==> src/agpp_pkg.sv <==
// Constants, register map and carrier types of the alarm pulse port
package agpp_pkg;

    // Clock and tick timing
    localparam int unsigned CLK_PERIOD_PS = 4000;
    localparam int unsigned MS_TICK_MS = 1;
    localparam int unsigned MS_TICK_CYCLES = (MS_TICK_MS * 1000000000) / CLK_PERIOD_PS;
    localparam int unsigned TICK_CNT_W = 18;

    // Pulse and pause settings in ms
    localparam int unsigned MS_W = 14;
    localparam logic [13:0] PULSE_MAX_MS = 14'd10000;
    localparam int unsigned REMAIN_W = 16;

    // Register byte offsets
    localparam logic [7:0] REG_CTRL = 8'h00;
    localparam logic [7:0] REG_LEVEL = 8'h04;
    localparam logic [7:0] REG_TOGGLE = 8'h08;
    localparam logic [7:0] REG_STATUS = 8'h0c;
    localparam logic [7:0] REG_PULSE0 = 8'h10;
    localparam logic [7:0] REG_PAUSE0 = 8'h14;
    localparam logic [7:0] REG_PULSE1 = 8'h18;
    localparam logic [7:0] REG_PAUSE1 = 8'h1c;
    localparam logic [7:0] REG_IRQ_STATUS = 8'h20;
    localparam logic [7:0] REG_IRQ_CLEAR = 8'h24;
    localparam logic [7:0] REG_IRQ_ENABLE = 8'h28;

    // Control field layout, one group per port
    localparam int unsigned CTRL_STRIDE = 4;
    localparam int unsigned CTRL_ACT_POS = 2;

    // Status field layout
    localparam int unsigned STAT_RF_POS = 2;
    localparam int unsigned STAT_ALARM_LSB = 3;

    // Interrupt bits
    localparam int unsigned IRQ_W = 3;
    localparam int unsigned IRQ_CHANGE_POS = 0;
    localparam int unsigned IRQ_ALARM_LSB = 1;

    // Reset values
    localparam logic [1:0] HOST_LEVEL_RST = 2'b11;
    localparam logic ACTIVE_HIGH_RST = 1'b1;

    // Bus answers
    localparam logic [1:0] RESP_OKAY = 2'b00;
    localparam logic [1:0] RESP_SLVERR = 2'b10;

    // Port functions
    typedef enum logic [1:0] {MODE_GPIO, MODE_IN_TRIG, MODE_OUT_TRIG} agpp_mode_e;

    typedef struct packed {
        agpp_mode_e mode;
        logic activeHigh;
    } agpp_port_cfg_t;

    // AXI4-Lite master to slave
    typedef struct packed {
        logic awvalid;
        logic [7:0] awaddr;
        logic wvalid;
        logic [31:0] wdata;
        logic [3:0] wstrb;
        logic bready;
        logic arvalid;
        logic [7:0] araddr;
        logic rready;
    } agpp_axi_req_t;

    // AXI4-Lite slave to master
    typedef struct packed {
        logic awready;
        logic wready;
        logic bvalid;
        logic [1:0] bresp;
        logic arready;
        logic rvalid;
        logic [31:0] rdata;
        logic [1:0] rresp;
    } agpp_axi_rsp_t;

endpackage

==> src/agpp_ms_tick.sv <==
// One-millisecond tick divider
`timescale 1ns/100ps
`default_nettype none
module agpp_ms_tick
    import agpp_pkg::*;
#(
    parameter int unsigned CYCLES = MS_TICK_CYCLES
)
(
    input wire logic clk,
    input wire logic rst,
    output logic tick
);
    typedef struct packed {
        logic [TICK_CNT_W-1:0] count;
        logic tick;
    } agpp_tick_state_t;

    agpp_tick_state_t s;
    agpp_tick_state_t next_s;

    // Count cycles, pulse once per period
    always_comb
    begin
        next_s = s;
        next_s.tick = 1'b0;
        if (s.count == TICK_CNT_W'(CYCLES - 1))
        begin
            next_s.count = '0;
            next_s.tick = 1'b1;
        end
        else
        begin
            next_s.count = s.count + 1'b1;
        end
    end

    always_ff @(posedge clk or posedge rst)
    begin
        if (rst)
            s <= '0;
        else
            s <= next_s;
    end

    assign tick = s.tick;
endmodule
`default_nettype wire

==> src/agpp_pulse_timer.sv <==
// Alarm pulse and pause timer for one output-trigger port
`timescale 1ns/100ps
`default_nettype none
module agpp_pulse_timer
    import agpp_pkg::*;
(
    input wire logic clk,
    input wire logic rst,
    input wire logic enable,
    input wire logic msTick,
    input wire logic trigger,
    input wire logic [MS_W-1:0] pulseMs,
    input wire logic [MS_W-1:0] pauseMs,
    output logic active
);
    typedef enum logic [1:0] {TM_IDLE, TM_PULSE, TM_PAUSE} agpp_tm_phase_e;

    typedef struct packed {
        agpp_tm_phase_e phase;
        logic [REMAIN_W-1:0] remain;
        logic active;
    } agpp_tm_state_t;

    agpp_tm_state_t s;
    agpp_tm_state_t next_s;

    // Phase sequencing; a load of N+1 ms guarantees at least N ms
    always_comb
    begin
        logic [REMAIN_W:0] sum;
        sum = '0;
        next_s = s;
        if (!enable)
        begin
            next_s = '0;
        end
        else
        begin
            unique case (s.phase)
                TM_IDLE:
                begin
                    if (trigger && pulseMs != '0) // see RL6
                    begin
                        next_s.phase = TM_PULSE;
                        next_s.remain = REMAIN_W'(pulseMs) + 1'b1; // see RL8
                    end
                end
                TM_PULSE:
                begin
                    sum = {1'b0, s.remain};
                    if (trigger && pauseMs == '0)
                        sum = sum + (REMAIN_W + 1)'(pulseMs); // see RL9
                    if (sum[REMAIN_W])
                        sum = {1'b0, {REMAIN_W{1'b1}}};
                    next_s.remain = sum[REMAIN_W-1:0];
                    if (msTick)
                    begin
                        if (sum[REMAIN_W-1:0] <= REMAIN_W'(1))
                        begin
                            // Expiry: pause blocks detections, else rearm
                            next_s.phase = (pauseMs != '0) ? TM_PAUSE : TM_IDLE; // see RL10
                            next_s.remain = (pauseMs != '0) ? REMAIN_W'(pauseMs) + 1'b1 : '0;
                        end
                        else
                        begin
                            next_s.remain = sum[REMAIN_W-1:0] - 1'b1;
                        end
                    end
                end
                TM_PAUSE:
                begin
                    if (msTick)
                    begin
                        if (s.remain <= REMAIN_W'(1))
                        begin
                            next_s.phase = TM_IDLE; // see RL10
                            next_s.remain = '0;
                        end
                        else
                        begin
                            next_s.remain = s.remain - 1'b1;
                        end
                    end
                end
                default:
                begin
                    next_s.phase = TM_IDLE;
                    next_s.remain = '0;
                end
            endcase
        end
        next_s.active = (next_s.phase == TM_PULSE);
    end

    // Cleared timers after reset
    always_ff @(posedge clk or posedge rst)
    begin
        if (rst)
            s <= '0; // see RL14
        else
            s <= next_s;
    end

    assign active = s.active;
endmodule
`default_nettype wire

==> src/agpp_top.sv <==
// Two-pin alarm and trigger port with AXI4-Lite registers
// Behaviour
// RL1 - Port one takes exactly one of three functions: host I/O, RF-gating input trigger or alarm output trigger.
// RL2 - Port two takes only host I/O or alarm output trigger, never the input trigger.
// RL3 - A port in host I/O mode has no automatic behaviour and follows only the host's level.
// RL4 - A host toggle request inverts that port's level, with an effect that depends on its function.
// RL5 - In input-trigger mode the RF field and detection run while the synced input equals the active level.
// RL6 - In output-trigger mode a surveillance-bit or family-id detection drives the port to its active level.
// RL7 - Each output-trigger port has pulse and pause settings from 0 to 10000 ms.
// RL8 - A detection holds the output active for at least the pulse width, then it returns inactive.
// RL9 - With zero pause each detection adds one pulse width, so repeated detections keep the output active.
// RL10 - With nonzero pause the output is forced inactive for the pause after each pulse, ignoring detections.
// RL11 - Any change of a port level raises a state-change event that carries the new port status.
// RL12 - The port status mask holds port one in bit 0 and port two in bit 1, one meaning high.
// RL13 - The trigger input passes two flip-flops, and timing comes from a one-millisecond tick.
// RL14 - Reset leaves both ports in host I/O mode, released inactive, with timers cleared.
`timescale 1ns/100ps
`default_nettype none
module agpp_top
    import agpp_pkg::*;
#(
    parameter int unsigned TICK_CYCLES = MS_TICK_CYCLES
)
(
    input wire logic clk,
    input wire logic rst,
    input wire agpp_axi_req_t axiReq,
    output agpp_axi_rsp_t axiRsp,
    input wire logic surveillanceBitDetect,
    input wire logic familyIdDetect,
    input wire logic [1:0] gpioIn,
    output logic [1:0] gpioOut,
    output logic [1:0] gpioOe,
    output logic rfFieldEnable,
    output logic gpioEventValid,
    output logic [1:0] gpioEventMask,
    output logic irq
);
    typedef struct packed {
        agpp_axi_rsp_t rsp;
        logic awHeld;
        logic [7:0] awAddr;
        logic wHeld;
        logic [31:0] wData;
        logic [3:0] wStrb;
        agpp_port_cfg_t [1:0] cfg;
        logic [1:0] hostLevel;
        logic [1:0][MS_W-1:0] pulseMs;
        logic [1:0][MS_W-1:0] pauseMs;
        logic syncA;
        logic syncB;
        logic [1:0] portLevel;
        logic [1:0] pinOut;
        logic [1:0] pinOe;
        logic rfOn;
        logic [1:0] alarmPrev;
        logic [IRQ_W-1:0] irqStatus;
        logic [IRQ_W-1:0] irqEnable;
        logic irq;
        logic eventValid;
        logic [1:0] eventMask;
    } agpp_top_state_t;

    agpp_top_state_t s;
    agpp_top_state_t next_s;
    logic msTick;
    logic [1:0] alarmActive;
    logic detect;

    // Millisecond time base
    agpp_ms_tick #(
        .CYCLES(TICK_CYCLES)
    ) u_tick (
        .clk(clk),
        .rst(rst),
        .tick(msTick) // see RL13
    );

    assign detect = surveillanceBitDetect | familyIdDetect;

    // One pulse timer per port
    for (genvar i = 0; i < 2; i++)
    begin : g_timer
        agpp_pulse_timer u_timer (
            .clk(clk),
            .rst(rst),
            .enable(s.cfg[i].mode == MODE_OUT_TRIG),
            .msTick(msTick),
            .trigger(detect),
            .pulseMs(s.pulseMs[i]),
            .pauseMs(s.pauseMs[i]),
            .active(alarmActive[i])
        );
    end

    // Register readback, error flag in bit 32
    function automatic logic [32:0] regRead(input agpp_top_state_t st, input logic [7:0] a,
                                            input logic [1:0] alarm);
        logic [32:0] r;
        r = '0;
        unique case (a[7:2])
            REG_CTRL[7:2]:
            begin
                for (int i = 0; i < 2; i++)
                begin
                    r[i*CTRL_STRIDE +: 2] = st.cfg[i].mode;
                    r[i*CTRL_STRIDE + CTRL_ACT_POS] = st.cfg[i].activeHigh;
                end
            end
            REG_LEVEL[7:2]: r[1:0] = st.hostLevel;
            REG_TOGGLE[7:2], REG_IRQ_CLEAR[7:2]: r = '0;
            REG_STATUS[7:2]:
            begin
                r[1:0] = st.portLevel; // see RL12
                r[STAT_RF_POS] = st.rfOn;
                r[STAT_ALARM_LSB +: 2] = alarm;
            end
            REG_PULSE0[7:2]: r[MS_W-1:0] = st.pulseMs[0];
            REG_PAUSE0[7:2]: r[MS_W-1:0] = st.pauseMs[0];
            REG_PULSE1[7:2]: r[MS_W-1:0] = st.pulseMs[1];
            REG_PAUSE1[7:2]: r[MS_W-1:0] = st.pauseMs[1];
            REG_IRQ_STATUS[7:2]: r[IRQ_W-1:0] = st.irqStatus;
            REG_IRQ_ENABLE[7:2]: r[IRQ_W-1:0] = st.irqEnable;
            default: r[32] = 1'b1;
        endcase
        return r;
    endfunction

    // Setting limited to the documented range
    function automatic logic [MS_W-1:0] clampMs(input logic [31:0] v);
        return (v > 32'(PULSE_MAX_MS)) ? PULSE_MAX_MS : v[MS_W-1:0]; // see RL7
    endfunction

    // Whole next-state of bus slave and ports
    always_comb
    begin
        logic haveAw;
        logic haveW;
        logic [7:0] awA;
        logic [31:0] wD;
        logic [3:0] wS;
        logic [32:0] oldVal;
        logic [32:0] rdVal;
        logic [31:0] wrVal;
        logic [1:0] lvl;
        logic [1:0] mv;
        logic [IRQ_W-1:0] events;
        haveAw = 1'b0;
        haveW = 1'b0;
        awA = '0;
        wD = '0;
        wS = '0;
        oldVal = '0;
        rdVal = '0;
        wrVal = '0;
        lvl = '0;
        mv = '0;
        events = '0;
        next_s = s;

        // Write address and data, taken in either order
        haveAw = s.awHeld | (axiReq.awvalid & s.rsp.awready);
        haveW = s.wHeld | (axiReq.wvalid & s.rsp.wready);
        awA = s.awHeld ? s.awAddr : axiReq.awaddr;
        wD = s.wHeld ? s.wData : axiReq.wdata;
        wS = s.wHeld ? s.wStrb : axiReq.wstrb;
        if (s.rsp.bvalid && axiReq.bready)
            next_s.rsp.bvalid = 1'b0;
        if (haveAw && haveW && !s.rsp.bvalid)
        begin
            next_s.awHeld = 1'b0;
            next_s.wHeld = 1'b0;
            next_s.rsp.bvalid = 1'b1;
            oldVal = regRead(s, awA, alarmActive);
            next_s.rsp.bresp = oldVal[32] ? RESP_SLVERR : RESP_OKAY;
            for (int b = 0; b < 4; b++)
                wrVal[b*8 +: 8] = wS[b] ? wD[b*8 +: 8] : oldVal[b*8 +: 8];
            unique case (awA[7:2])
                REG_CTRL[7:2]:
                begin
                    for (int i = 0; i < 2; i++)
                    begin
                        mv = wrVal[i*CTRL_STRIDE +: 2];
                        // Illegal function codes leave the port unchanged
                        if (mv == MODE_GPIO || mv == MODE_OUT_TRIG || (i == 0 && mv == MODE_IN_TRIG)) // see RL1, RL2
                        begin
                            next_s.cfg[i].mode = agpp_mode_e'(mv);
                            next_s.cfg[i].activeHigh = wrVal[i*CTRL_STRIDE + CTRL_ACT_POS];
                        end
                    end
                end
                REG_LEVEL[7:2]: next_s.hostLevel = wrVal[1:0]; // see RL3
                REG_TOGGLE[7:2]: next_s.hostLevel = s.hostLevel ^ wrVal[1:0]; // see RL4
                REG_PULSE0[7:2]: next_s.pulseMs[0] = clampMs(wrVal);
                REG_PAUSE0[7:2]: next_s.pauseMs[0] = clampMs(wrVal);
                REG_PULSE1[7:2]: next_s.pulseMs[1] = clampMs(wrVal);
                REG_PAUSE1[7:2]: next_s.pauseMs[1] = clampMs(wrVal);
                REG_IRQ_CLEAR[7:2]: next_s.irqStatus = s.irqStatus & ~wrVal[IRQ_W-1:0];
                REG_IRQ_ENABLE[7:2]: next_s.irqEnable = wrVal[IRQ_W-1:0];
                default: next_s.irqEnable = s.irqEnable;
            endcase
        end
        else
        begin
            next_s.awHeld = haveAw;
            next_s.awAddr = awA;
            next_s.wHeld = haveW;
            next_s.wData = wD;
            next_s.wStrb = wS;
        end
        next_s.rsp.awready = !next_s.awHeld && !next_s.rsp.bvalid;
        next_s.rsp.wready = !next_s.wHeld && !next_s.rsp.bvalid;

        // Read channel, answer one cycle after the address
        if (s.rsp.rvalid && axiReq.rready)
            next_s.rsp.rvalid = 1'b0;
        if (s.rsp.arready && axiReq.arvalid)
        begin
            rdVal = regRead(s, axiReq.araddr, alarmActive);
            next_s.rsp.rvalid = 1'b1;
            next_s.rsp.rdata = rdVal[31:0];
            next_s.rsp.rresp = rdVal[32] ? RESP_SLVERR : RESP_OKAY;
        end
        next_s.rsp.arready = !next_s.rsp.rvalid;

        // Trigger input synchroniser
        next_s.syncA = gpioIn[0]; // see RL13
        next_s.syncB = s.syncA;

        // RF field gating from port one
        if (s.cfg[0].mode == MODE_IN_TRIG)
            next_s.rfOn = (s.syncB == s.cfg[0].activeHigh); // see RL5
        else
            next_s.rfOn = 1'b1;

        // Port levels by function; open drain drives only the low level
        for (int i = 0; i < 2; i++)
        begin
            unique case (s.cfg[i].mode)
                MODE_GPIO: lvl[i] = s.hostLevel[i]; // see RL3
                MODE_IN_TRIG: lvl[i] = s.syncB; // see RL5
                MODE_OUT_TRIG: lvl[i] = alarmActive[i] ? s.cfg[i].activeHigh : !s.cfg[i].activeHigh; // see RL6
                default: lvl[i] = 1'b1;
            endcase
            next_s.pinOe[i] = (s.cfg[i].mode != MODE_IN_TRIG) && !lvl[i];
        end
        next_s.pinOut = '0;
        next_s.portLevel = lvl;

        // State-change event with the new mask
        next_s.eventValid = (lvl != s.portLevel); // see RL11
        if (lvl != s.portLevel)
            next_s.eventMask = lvl; // see RL12

        // Sticky interrupt bits, a set beats a clear
        events[IRQ_CHANGE_POS] = (lvl != s.portLevel); // see RL11
        events[IRQ_ALARM_LSB +: 2] = alarmActive & ~s.alarmPrev;
        next_s.alarmPrev = alarmActive;
        next_s.irqStatus = next_s.irqStatus | events;
        next_s.irq = |(next_s.irqStatus & next_s.irqEnable);
    end

    // State register with reset defaults
    always_ff @(posedge clk or posedge rst)
    begin
        if (rst)
        begin
            s <= '0;
            s.rsp.awready <= 1'b1;
            s.rsp.wready <= 1'b1;
            s.rsp.arready <= 1'b1;
            s.cfg[0] <= '{mode: MODE_GPIO, activeHigh: ACTIVE_HIGH_RST}; // see RL14
            s.cfg[1] <= '{mode: MODE_GPIO, activeHigh: ACTIVE_HIGH_RST}; // see RL14
            s.hostLevel <= HOST_LEVEL_RST; // see RL14
            s.portLevel <= HOST_LEVEL_RST;
            s.eventMask <= HOST_LEVEL_RST; // see RL12
            s.rfOn <= 1'b1;
        end
        else
        begin
            s <= next_s;
        end
    end

    // Outputs straight from the state register
    assign axiRsp = s.rsp;
    assign gpioOut = s.pinOut;
    assign gpioOe = s.pinOe;
    assign rfFieldEnable = s.rfOn;
    assign gpioEventValid = s.eventValid;
    assign gpioEventMask = s.eventMask;
    assign irq = s.irq;
endmodule
`default_nettype wire

==> config.mk <==
export PLATFORM = sky130hd
export DESIGN_NAME = agpp_top
export DESIGN_NICKNAME = d
export VERILOG_FILES = /design/src/agpp_pkg.sv /design/src/agpp_ms_tick.sv /design/src/agpp_pulse_timer.sv /design/src/agpp_top.sv
export SDC_FILE = /design/constraint.sdc
export NUM_CORES = 1
export LEC_CHECK = 0
export ABC_AREA = 1
export BUFFER_PORTS_ARGS = -buffer_cell sky130_fd_sc_hd__buf_2
export CORE_UTILIZATION = 40
export CTS_BUF_LIST = sky130_fd_sc_hd__clkbuf_8 sky130_fd_sc_hd__clkbuf_16
export DETAILED_ROUTE_END_ITERATION = 7
export PLACE_DENSITY = 0.54
export SLEW_MARGIN = 40
export SYNTH_ARGS = -nofsm -noshare
export SYNTH_HDL_FRONTEND = slang
export SYNTH_SLANG_ARGS = --single-unit
==> constraint.sdc <==
create_clock -name clk -period 8.4 [get_ports clk]
set_input_delay 0.84 -clock clk [delete_from_list [all_inputs] [get_ports clk]]
set_output_delay 0.84 -clock clk [all_outputs]
set_load 0.03 [all_outputs]
-- Yosys cells after proc, flatten, opt, wreduce, memory -nomap -nowiden
Index checks and enable logic that the tools add are counted.
W data, S select, Z words.
- bits in read-only memories: 0
- register bits: 209
- output and inout bits: 50
- memories kept: 0
- logic and storage cells: 251
- input bits: 63
- bits in writable memories: 0
- latch bits: 0
- reduce and logical (&&, ||, !) cells: 53
- $lt $le $gt $ge: 5
- shift operators: 0
- bitwise operators: 14
- $mul: 0
- equality and inequality tests: 42
- $add $sub $neg: 11
- div/mod/pow operators: 0
- multiplexer cells: 84
- operator list (kind ; number):
    $mux W16 ; 12
    $mux W18 ; 10
    $pmux W18 S3 ; 2
    $mux W17 ; 6
    $le A16 B1 Y1 const B ; 4
    $sub A16 B1 Y16 const B ; 4
    $add A14 B1 Y15 const B ; 4
    $pmux W7 S4 ; 2
    $reduce_bool A14 Y1 ; 4
    $eq A6 B3 Y1 const B ; 8
    $mux W8 ; 5
    $eq A6 B4 Y1 const B ; 6
    $pmux W2 S9 ; 2
    $mux W35 ; 1
    $add A16 B14 Y17 ; 2
    $gt A32 B14 Y1 const B ; 1
    $mux W32 ; 1
    $logic_not A14 Y1 ; 2
    $eq A6 B2 Y1 const B ; 4
    $reduce_or A11 Y1 ; 2
    $mux W2 ; 10
    $pmux W2 S5 ; 2
    $add A18 B1 Y18 const B ; 1
    $eq A18 B18 Y1 const B ; 1
    other kinds (36) ; 113

-- Longest topological paths before layout
- depth after elaboration: 14
- depth in mapped cells: 25
- depth with buffers taken out: 24

-- Modules after synthesis
A second synthesis with hierarchy kept.
- cells, all modules: 2936
- area, all modules: 18571.6 um^2
- modules (own cells, without submodules) (module ; area each (um^2) ; cells an instance ; times used ; sequential area each (um^2)):
    agpp_top ; 8624.5 ; 1145 ; 1 ; 3718.6
    agpp_pulse_timer (g_timer[1].u_timer) ; 4475.5 ; 820 ; 1 ; 475.5
    agpp_pulse_timer (g_timer[0].u_timer) ; 4389.2 ; 826 ; 1 ; 475.5
    agpp_ms_tick ; 1082.3 ; 145 ; 1 ; 475.5

-- Worst setup path after synthesis
Ideal clock, no wire load.
- kind: flip-flop to flip-flop
- start point: register g_timer[1].u_timer.s[1] (netlist bit)
- end point: register g_timer[1].u_timer.s[1] (netlist bit)
- buffers on the path: 2
- stages on the path, launching flop included: 26
- arrival: 3212 ps
- setup time: 117 ps
- slack: 5071 ps
- period minus slack after synthesis: 3329 ps
- data required time: 8283 ps
- cells stage by stage: dfrtp_1 -> ha_1 -> fa_1 -> nand2_1 -> nand2_1 -> nand3_1 -> nand2_1 -> nand2_1 -> nand2_1 -> nand2_2 -> buf_4 -> nand2_2 -> inv_2 -> ha_1 -> nand3_1 -> nor2_4 -> nand3_1 -> nand2_2 -> nand2_4 -> buf_6 -> a21oi_2 -> nand2_1 -> nand2_1 -> nand2_1 -> nand2_1 -> nand2_1
- longest elaborated chain between the ends: 12
- elaborated cells between the ends (all ways): 17
- classes of those cells: add/sub (3); order compare (2); mux (12)
- RTL lines (item ; RTL line ; RTL):
    start, declared ; agpp_pulse_timer.sv:24 ; agpp_tm_state_t s;
    start signal, assigned ; agpp_pulse_timer.sv:101 ; s <= next_s;
    $add A16 B14 Y17 ; agpp_pulse_timer.sv:52 ; sum = sum + (REMAIN_W + 1)'(pulseMs);
    $mux W17 ; agpp_pulse_timer.sv:51 ; if (trigger && pauseMs == '0)
    $mux W17 ; agpp_pulse_timer.sv:39 ; unique case (s.phase)
    $mux W17 ; agpp_pulse_timer.sv:33 ; if (!enable)
    $mux W16 ; agpp_pulse_timer.sv:53 ; if (sum[REMAIN_W])
    $mux W16 ; agpp_pulse_timer.sv:39 ;
    $mux W16 ; agpp_pulse_timer.sv:33 ;
    $sub A16 B1 Y16 or $le A16 B1 Y1 (tied branches) ; agpp_pulse_timer.sv:66, agpp_pulse_timer.sv:58 ;
    $mux W16 ; agpp_pulse_timer.sv:58 ; if (sum[REMAIN_W-1:0] <= REMAIN_W'(1))
    $mux W18 ; agpp_pulse_timer.sv:56 ; if (msTick)
    $pmux W18 S3 * ; agpp_pulse_timer.sv:39 ;
    $mux W18 * ; agpp_pulse_timer.sv:33 ;
Mark *: on every way between the ends. The rest lies on a longest branch, timed or not. The select of a mux whose other input is x is not followed.
A chain may end at the register's enable or synchronous reset.

-- Worst setup path in the final report
- start point: register s[49] (netlist bit)
- end point: register g_timer[0].u_timer.s[6] (netlist bit)
- longest elaborated chain between the ends: 12
- elaborated cells between the ends (all ways): 19
- classes of those cells: add/sub (3); order compare (1); eq/ne (1); mux (11); reduce/logical (3)
- RTL lines (item ; RTL line ; RTL):
    start, declared ; agpp_top.sv:64 ; agpp_top_state_t s;
    start signal, assigned ; agpp_top.sv:281 ; s <= next_s;
    $add A16 B14 Y17 ; agpp_pulse_timer.sv:52 ;
    $mux W17 ; agpp_pulse_timer.sv:51 ;
    $mux W17 ; agpp_pulse_timer.sv:39 ;
    $mux W17 ; agpp_pulse_timer.sv:33 ;
    $mux W16 ; agpp_pulse_timer.sv:53 ;
    $mux W16 ; agpp_pulse_timer.sv:39 ;
    $mux W16 ; agpp_pulse_timer.sv:33 ;
    $sub A16 B1 Y16 or $le A16 B1 Y1 (tied branches) ; agpp_pulse_timer.sv:66, agpp_pulse_timer.sv:58 ;
    $mux W16 ; agpp_pulse_timer.sv:58 ;
    $mux W18 ; agpp_pulse_timer.sv:56 ;
    $pmux W18 S3 ; agpp_pulse_timer.sv:39 ;
    $mux W18 ; agpp_pulse_timer.sv:33 ;
    end signal, assigned ; agpp_pulse_timer.sv:101 ;
    end, declared ; agpp_pulse_timer.sv:24 ;
Several ways; a longest one is shown, not always the timed one. The select of a mux whose other input is x is not followed.

==> flow_summary.yaml <==
run_status:
  outcome: "completed"
grt:
  grtUsageTotal: 0.265
  busiest_layer: "met2"
  antenna_found_initial: 0
  use_met2: 0.423
  met1_usage: 0.374
  globalRoute.totalOverflow: 0
  grt_pass1_wl_microns: 93800
  grt_max_degree: 128
  met3_usage: 0.0353
  grt_pass1_vias: 16700
placement:
  dp_worst_setup_slack_ns: 4.00
  io_buffer_count: 85
  gp_congestion: 0.922
  dp_cells: 3366
  placed_area_sq_mm: 0.0183
  dp_hpwl_microns: 46000
clocking:
  path_clk_slew_ns: 0.06
  cts_tree: "done"
  clock-sinks: 205
  root_buffer: "clkbuf_16"
  numCtsBuffers: 26
  ctsHoldBuffers: 0
  ctsResizeCount: 0
  clockBufferDepth: 3
  insertion_delay_ns: 0.57
  post_cts_buffers: 0
  htreeDepth: 1
power_and_ir_drop:
  ir_worst_vdd_mv: 0.227
  clockPowerShare: 0.144
  swShare: 0.569
  intPower_mw: 3.32
  comb_power_share: 0.651
  switchingPower_mw: 4.39
  leakagePower_nw: 10.4
  seqPwrFrac: 0.205
  p_total_mw: 7.71
  power_density_mw_per_mm2: 402
detailed_routing:
  wl_per_cell_microns: 17.4
  viasPerCell: 5.26
  antenna_left: 0
  routed_wl_microns: 59400
  first_pass_iters: 6
  drt_iter0_drc: 1775
  route.detailed.drc: 0
  num_vias: 18000
timing:
  fin_skew_ns: 0.0169
  worst_slew_pin_slew_ns: 0.796
  fin_crit_ns: 4.26
  slew-limit-headroom: 0.466
  setup_viol: 0
  period_share: 0.508
  drv_slew: 0
  fin_ws_ns: 4.14
  tns_ns: 0
  rsz0062_at_grt: "false"
  max_freq_mhz: 235
  hold_viol_final: 0
critical_path:
  cp_max_fo: 16
  required_ns: 8.90
  cp_data_arrival_time_ns: 4.76
  cp-start-kind: "flop"
  slowest_stage: "nor2_1"
  r2r_slack_ns: 4.14
  path_cells: "ha_1 -> fa_1 -> nand2_1 -> nand2_1 -> nand3_1 -> nand2_1 -> nand2_1 -> nand2_1 -> nand2_2 -> nand2_1 -> inv_1 -> ha_1 -> inv_1 -> nor2_2 -> o21ai_1 -> nor2_1 -> nand3_1 -> nand3_1 -> nand2_1 -> nand2_1 -> nand2_1 -> nand2_1"
  r2r-end: "g_timer[0].u_timer.s[6]$_DFFE_PP0P_"
  crit_top_cell: "nand2_1"
  max_stage_delay_ns: 0.51
  worstReg2RegStart: "s[49]$_DFFE_PP0P_"
  crit_family: "simple AND/OR/NAND/NOR gates"
  worstPathBufferInverterCount: 2
  crit_type: "reg -> reg"
  cp-end-kind: "flop"
  reg2regPathDepth: 22
synth:
  synth_cell_types: 64
  ys_ff_latch: 205
  yosys_warnings: 0
  postSynth.asyncResetShare: 1.00
  synth_area_leader_cell: "dfrtp_1"
  synth_top_area_share: 0.272
  yosys_most_used_dff: "dfrtp_1"
  synth-edff-count: 0
  syn_area_per_cell_sq_um: 6.36
  synthCells: 2787
  seq_area_frac_synth: 0.290
  netlist_top_cells_area: "dfrtp_1 (27%), nand2_1 (19%), inv_1 (8.1%)"
  netlist_area_sq_mm: 0.0177
die:
  die_w_microns: 213
  start_util: 0.409
  die-height_microns: 213
  io_pins: 113
  design.die.area_sq_mm: 0.0452
  core_sq_mm: 0.0434
  fp-row-count: 76
layout:
  layout.nets: 2919
  final_cells: 3414
  drive_above_1_share: 0.104
  area_growth_pct: 8.11
  diodes: 0
  postLayoutCellArea_sq_mm: 0.0192
  nFillCells: 4763
flow_run:
  maxCapViolCount: 0
worst_hold_path:
  holdCritPathClass: "in -> async"
[Yosys cell counts, drive strengths merged, types with 10 or more instances]
cell	count
o21ai	159
nand4	86
buf	81
dfstp	12
a21oi	71
nand2	942
inv	404
xnor2	15
ha	45
clkbuf	44
nor3	35
o22ai	44
a31oi	29
nand3b	15
dfrtp	193
xor2	55
nand3	194
nor2	290
nor4	10
[through the flow]
| step | hold WS (ns) | utilization |
|---|---|---|
| after floorplan | 0.331 | - |
| after detailed placement | 0.340 | 0.423 |
| final | 0.346 | 0.442 |
| after global placement | 0.336 | 0.422 |
| after CTS | 0.356 | 0.442 |
| after global routing | 0.361 | 0.442 |
[metal layers]
metal,part of all wire,wire length [microns]
met1,0.46,27400
met2,0.45,26700
met3,0.063,3730
met4,0.027,1580
met5,0,0
[layout by cell type (no fill, tap or decap), types with 5 or more instances in the layout]
cell         n
nand2_1    912
inv_1      385
nor2_1     248
dfrtp_1    193
nand3_1    174
o21ai_0    140
nand4_1     86
buf_2       85
a21oi_1     62
xor2_1      55
ha_1        45
o22ai_1     44
nor3_1      33
a31oi_1     29
nor2_2      27
clkbuf_16   26
nand2_2     24
conb_1      22
inv_2       20
o21ai_1     17
nand3b_1    15
xnor2_1     15
nand3_2     14
nor2_4      12
dfstp_2     12
buf_4       12
nor4_1      10
clkinv_2     9
or2_2        8
mux2i_1      8
a21oi_2      8
o21a_1       7
nand2_4      6
nand3_4      6
and2_1       5
a32oi_1      5
clkbuf_8     5
[state kept, by name, summed over array words and instances, names as in the netlist, 2 cells and up]
| signal | flops |
|---|---|
| s | 119 |
| g_timer.u_timer.s | 36 |
| axiRsp | 21 |
| u_tick.s | 18 |
| g_timer.u_timer.active | 2 |
| gpioEventMask | 2 |
| gpioOe | 2 |
[cell families (layout without fill, tap and decap cells)]
family,count (synthesis),in the layout,share of synthesized area
other cells,1,22,0.000212
xor+xnor,70,70,0.0346
fa+ha+maj,47,47,0.0340
flops,205,205,0.290
compound gates,334,334,0.108
mux,8,8,0.00452
simple gates,1589,1589,0.396
buf+inv,533,554,0.132
[layout make-up]
class                           count  area, sq um  share of cell area
Tap cell                          585          732              0.0382
Clock inverter                     18          133             0.00692
Clock buffer                       30          706              0.0368
Timing Repair Buffer               98          529              0.0276
Inverter                          408         1560              0.0811
Sequential cell                   205         5140               0.268
Multi-Input combinational cell   2070        10400               0.541
[worst reg2reg max path: stages, from the launching register on]
cell,delay [ns]
dfrtp_1,0.45
ha_1,0.29
fa_1,0.45
nand2_1,0.10
nand2_1,0.08
nand3_1,0.13
nand2_1,0.13
nand2_1,0.12
nand2_1,0.09
nand2_2,0.29
nand2_1,0.15
inv_1,0.11
ha_1,0.19
inv_1,0.06
nor2_2,0.23
o21ai_1,0.12
nor2_1,0.51
nand3_1,0.21
nand3_1,0.15
nand2_1,0.12
nand2_1,0.09
nand2_1,0.06
nand2_1,0.08
[worst max-delay path by stage]
stage                            startpoint                             endpoint  slack (ns)  cells past startpoint
after floorplan                         rst               axiRsp[10]$_DFFE_PP0P_        1.98                      1
after global placement       familyIdDetect  g_timer[1].u_timer.s[2]$_DFFE_PP0P_        3.97                     20
after detailed placement     familyIdDetect  g_timer[1].u_timer.s[2]$_DFFE_PP0P_        4.00                     20
after CTS                 s[49]$_DFFE_PP0P_  g_timer[0].u_timer.s[8]$_DFFE_PP0P_        4.14                     22
after global routing      s[49]$_DFFE_PP0P_  g_timer[0].u_timer.s[6]$_DFFE_PP0P_        3.69                     22
final                     s[49]$_DFFE_PP0P_  g_timer[0].u_timer.s[6]$_DFFE_PP0P_        4.14                     22
[power groups by stage]
stage | Combinational [mW] | Clock (mW) | Sequential [mW]
floorplan | 3.97 | 0 | 1.46
global placement | 4.91 | 0 | 1.58
detailed placement | 4.96 | 0 | 1.59
CTS | 4.98 | 1.13 | 1.57
global route | 5.64 | 1.16 | 1.61
finish | 5.02 | 1.11 | 1.58
No activity file was read; power rests on OpenSTA's default activity.
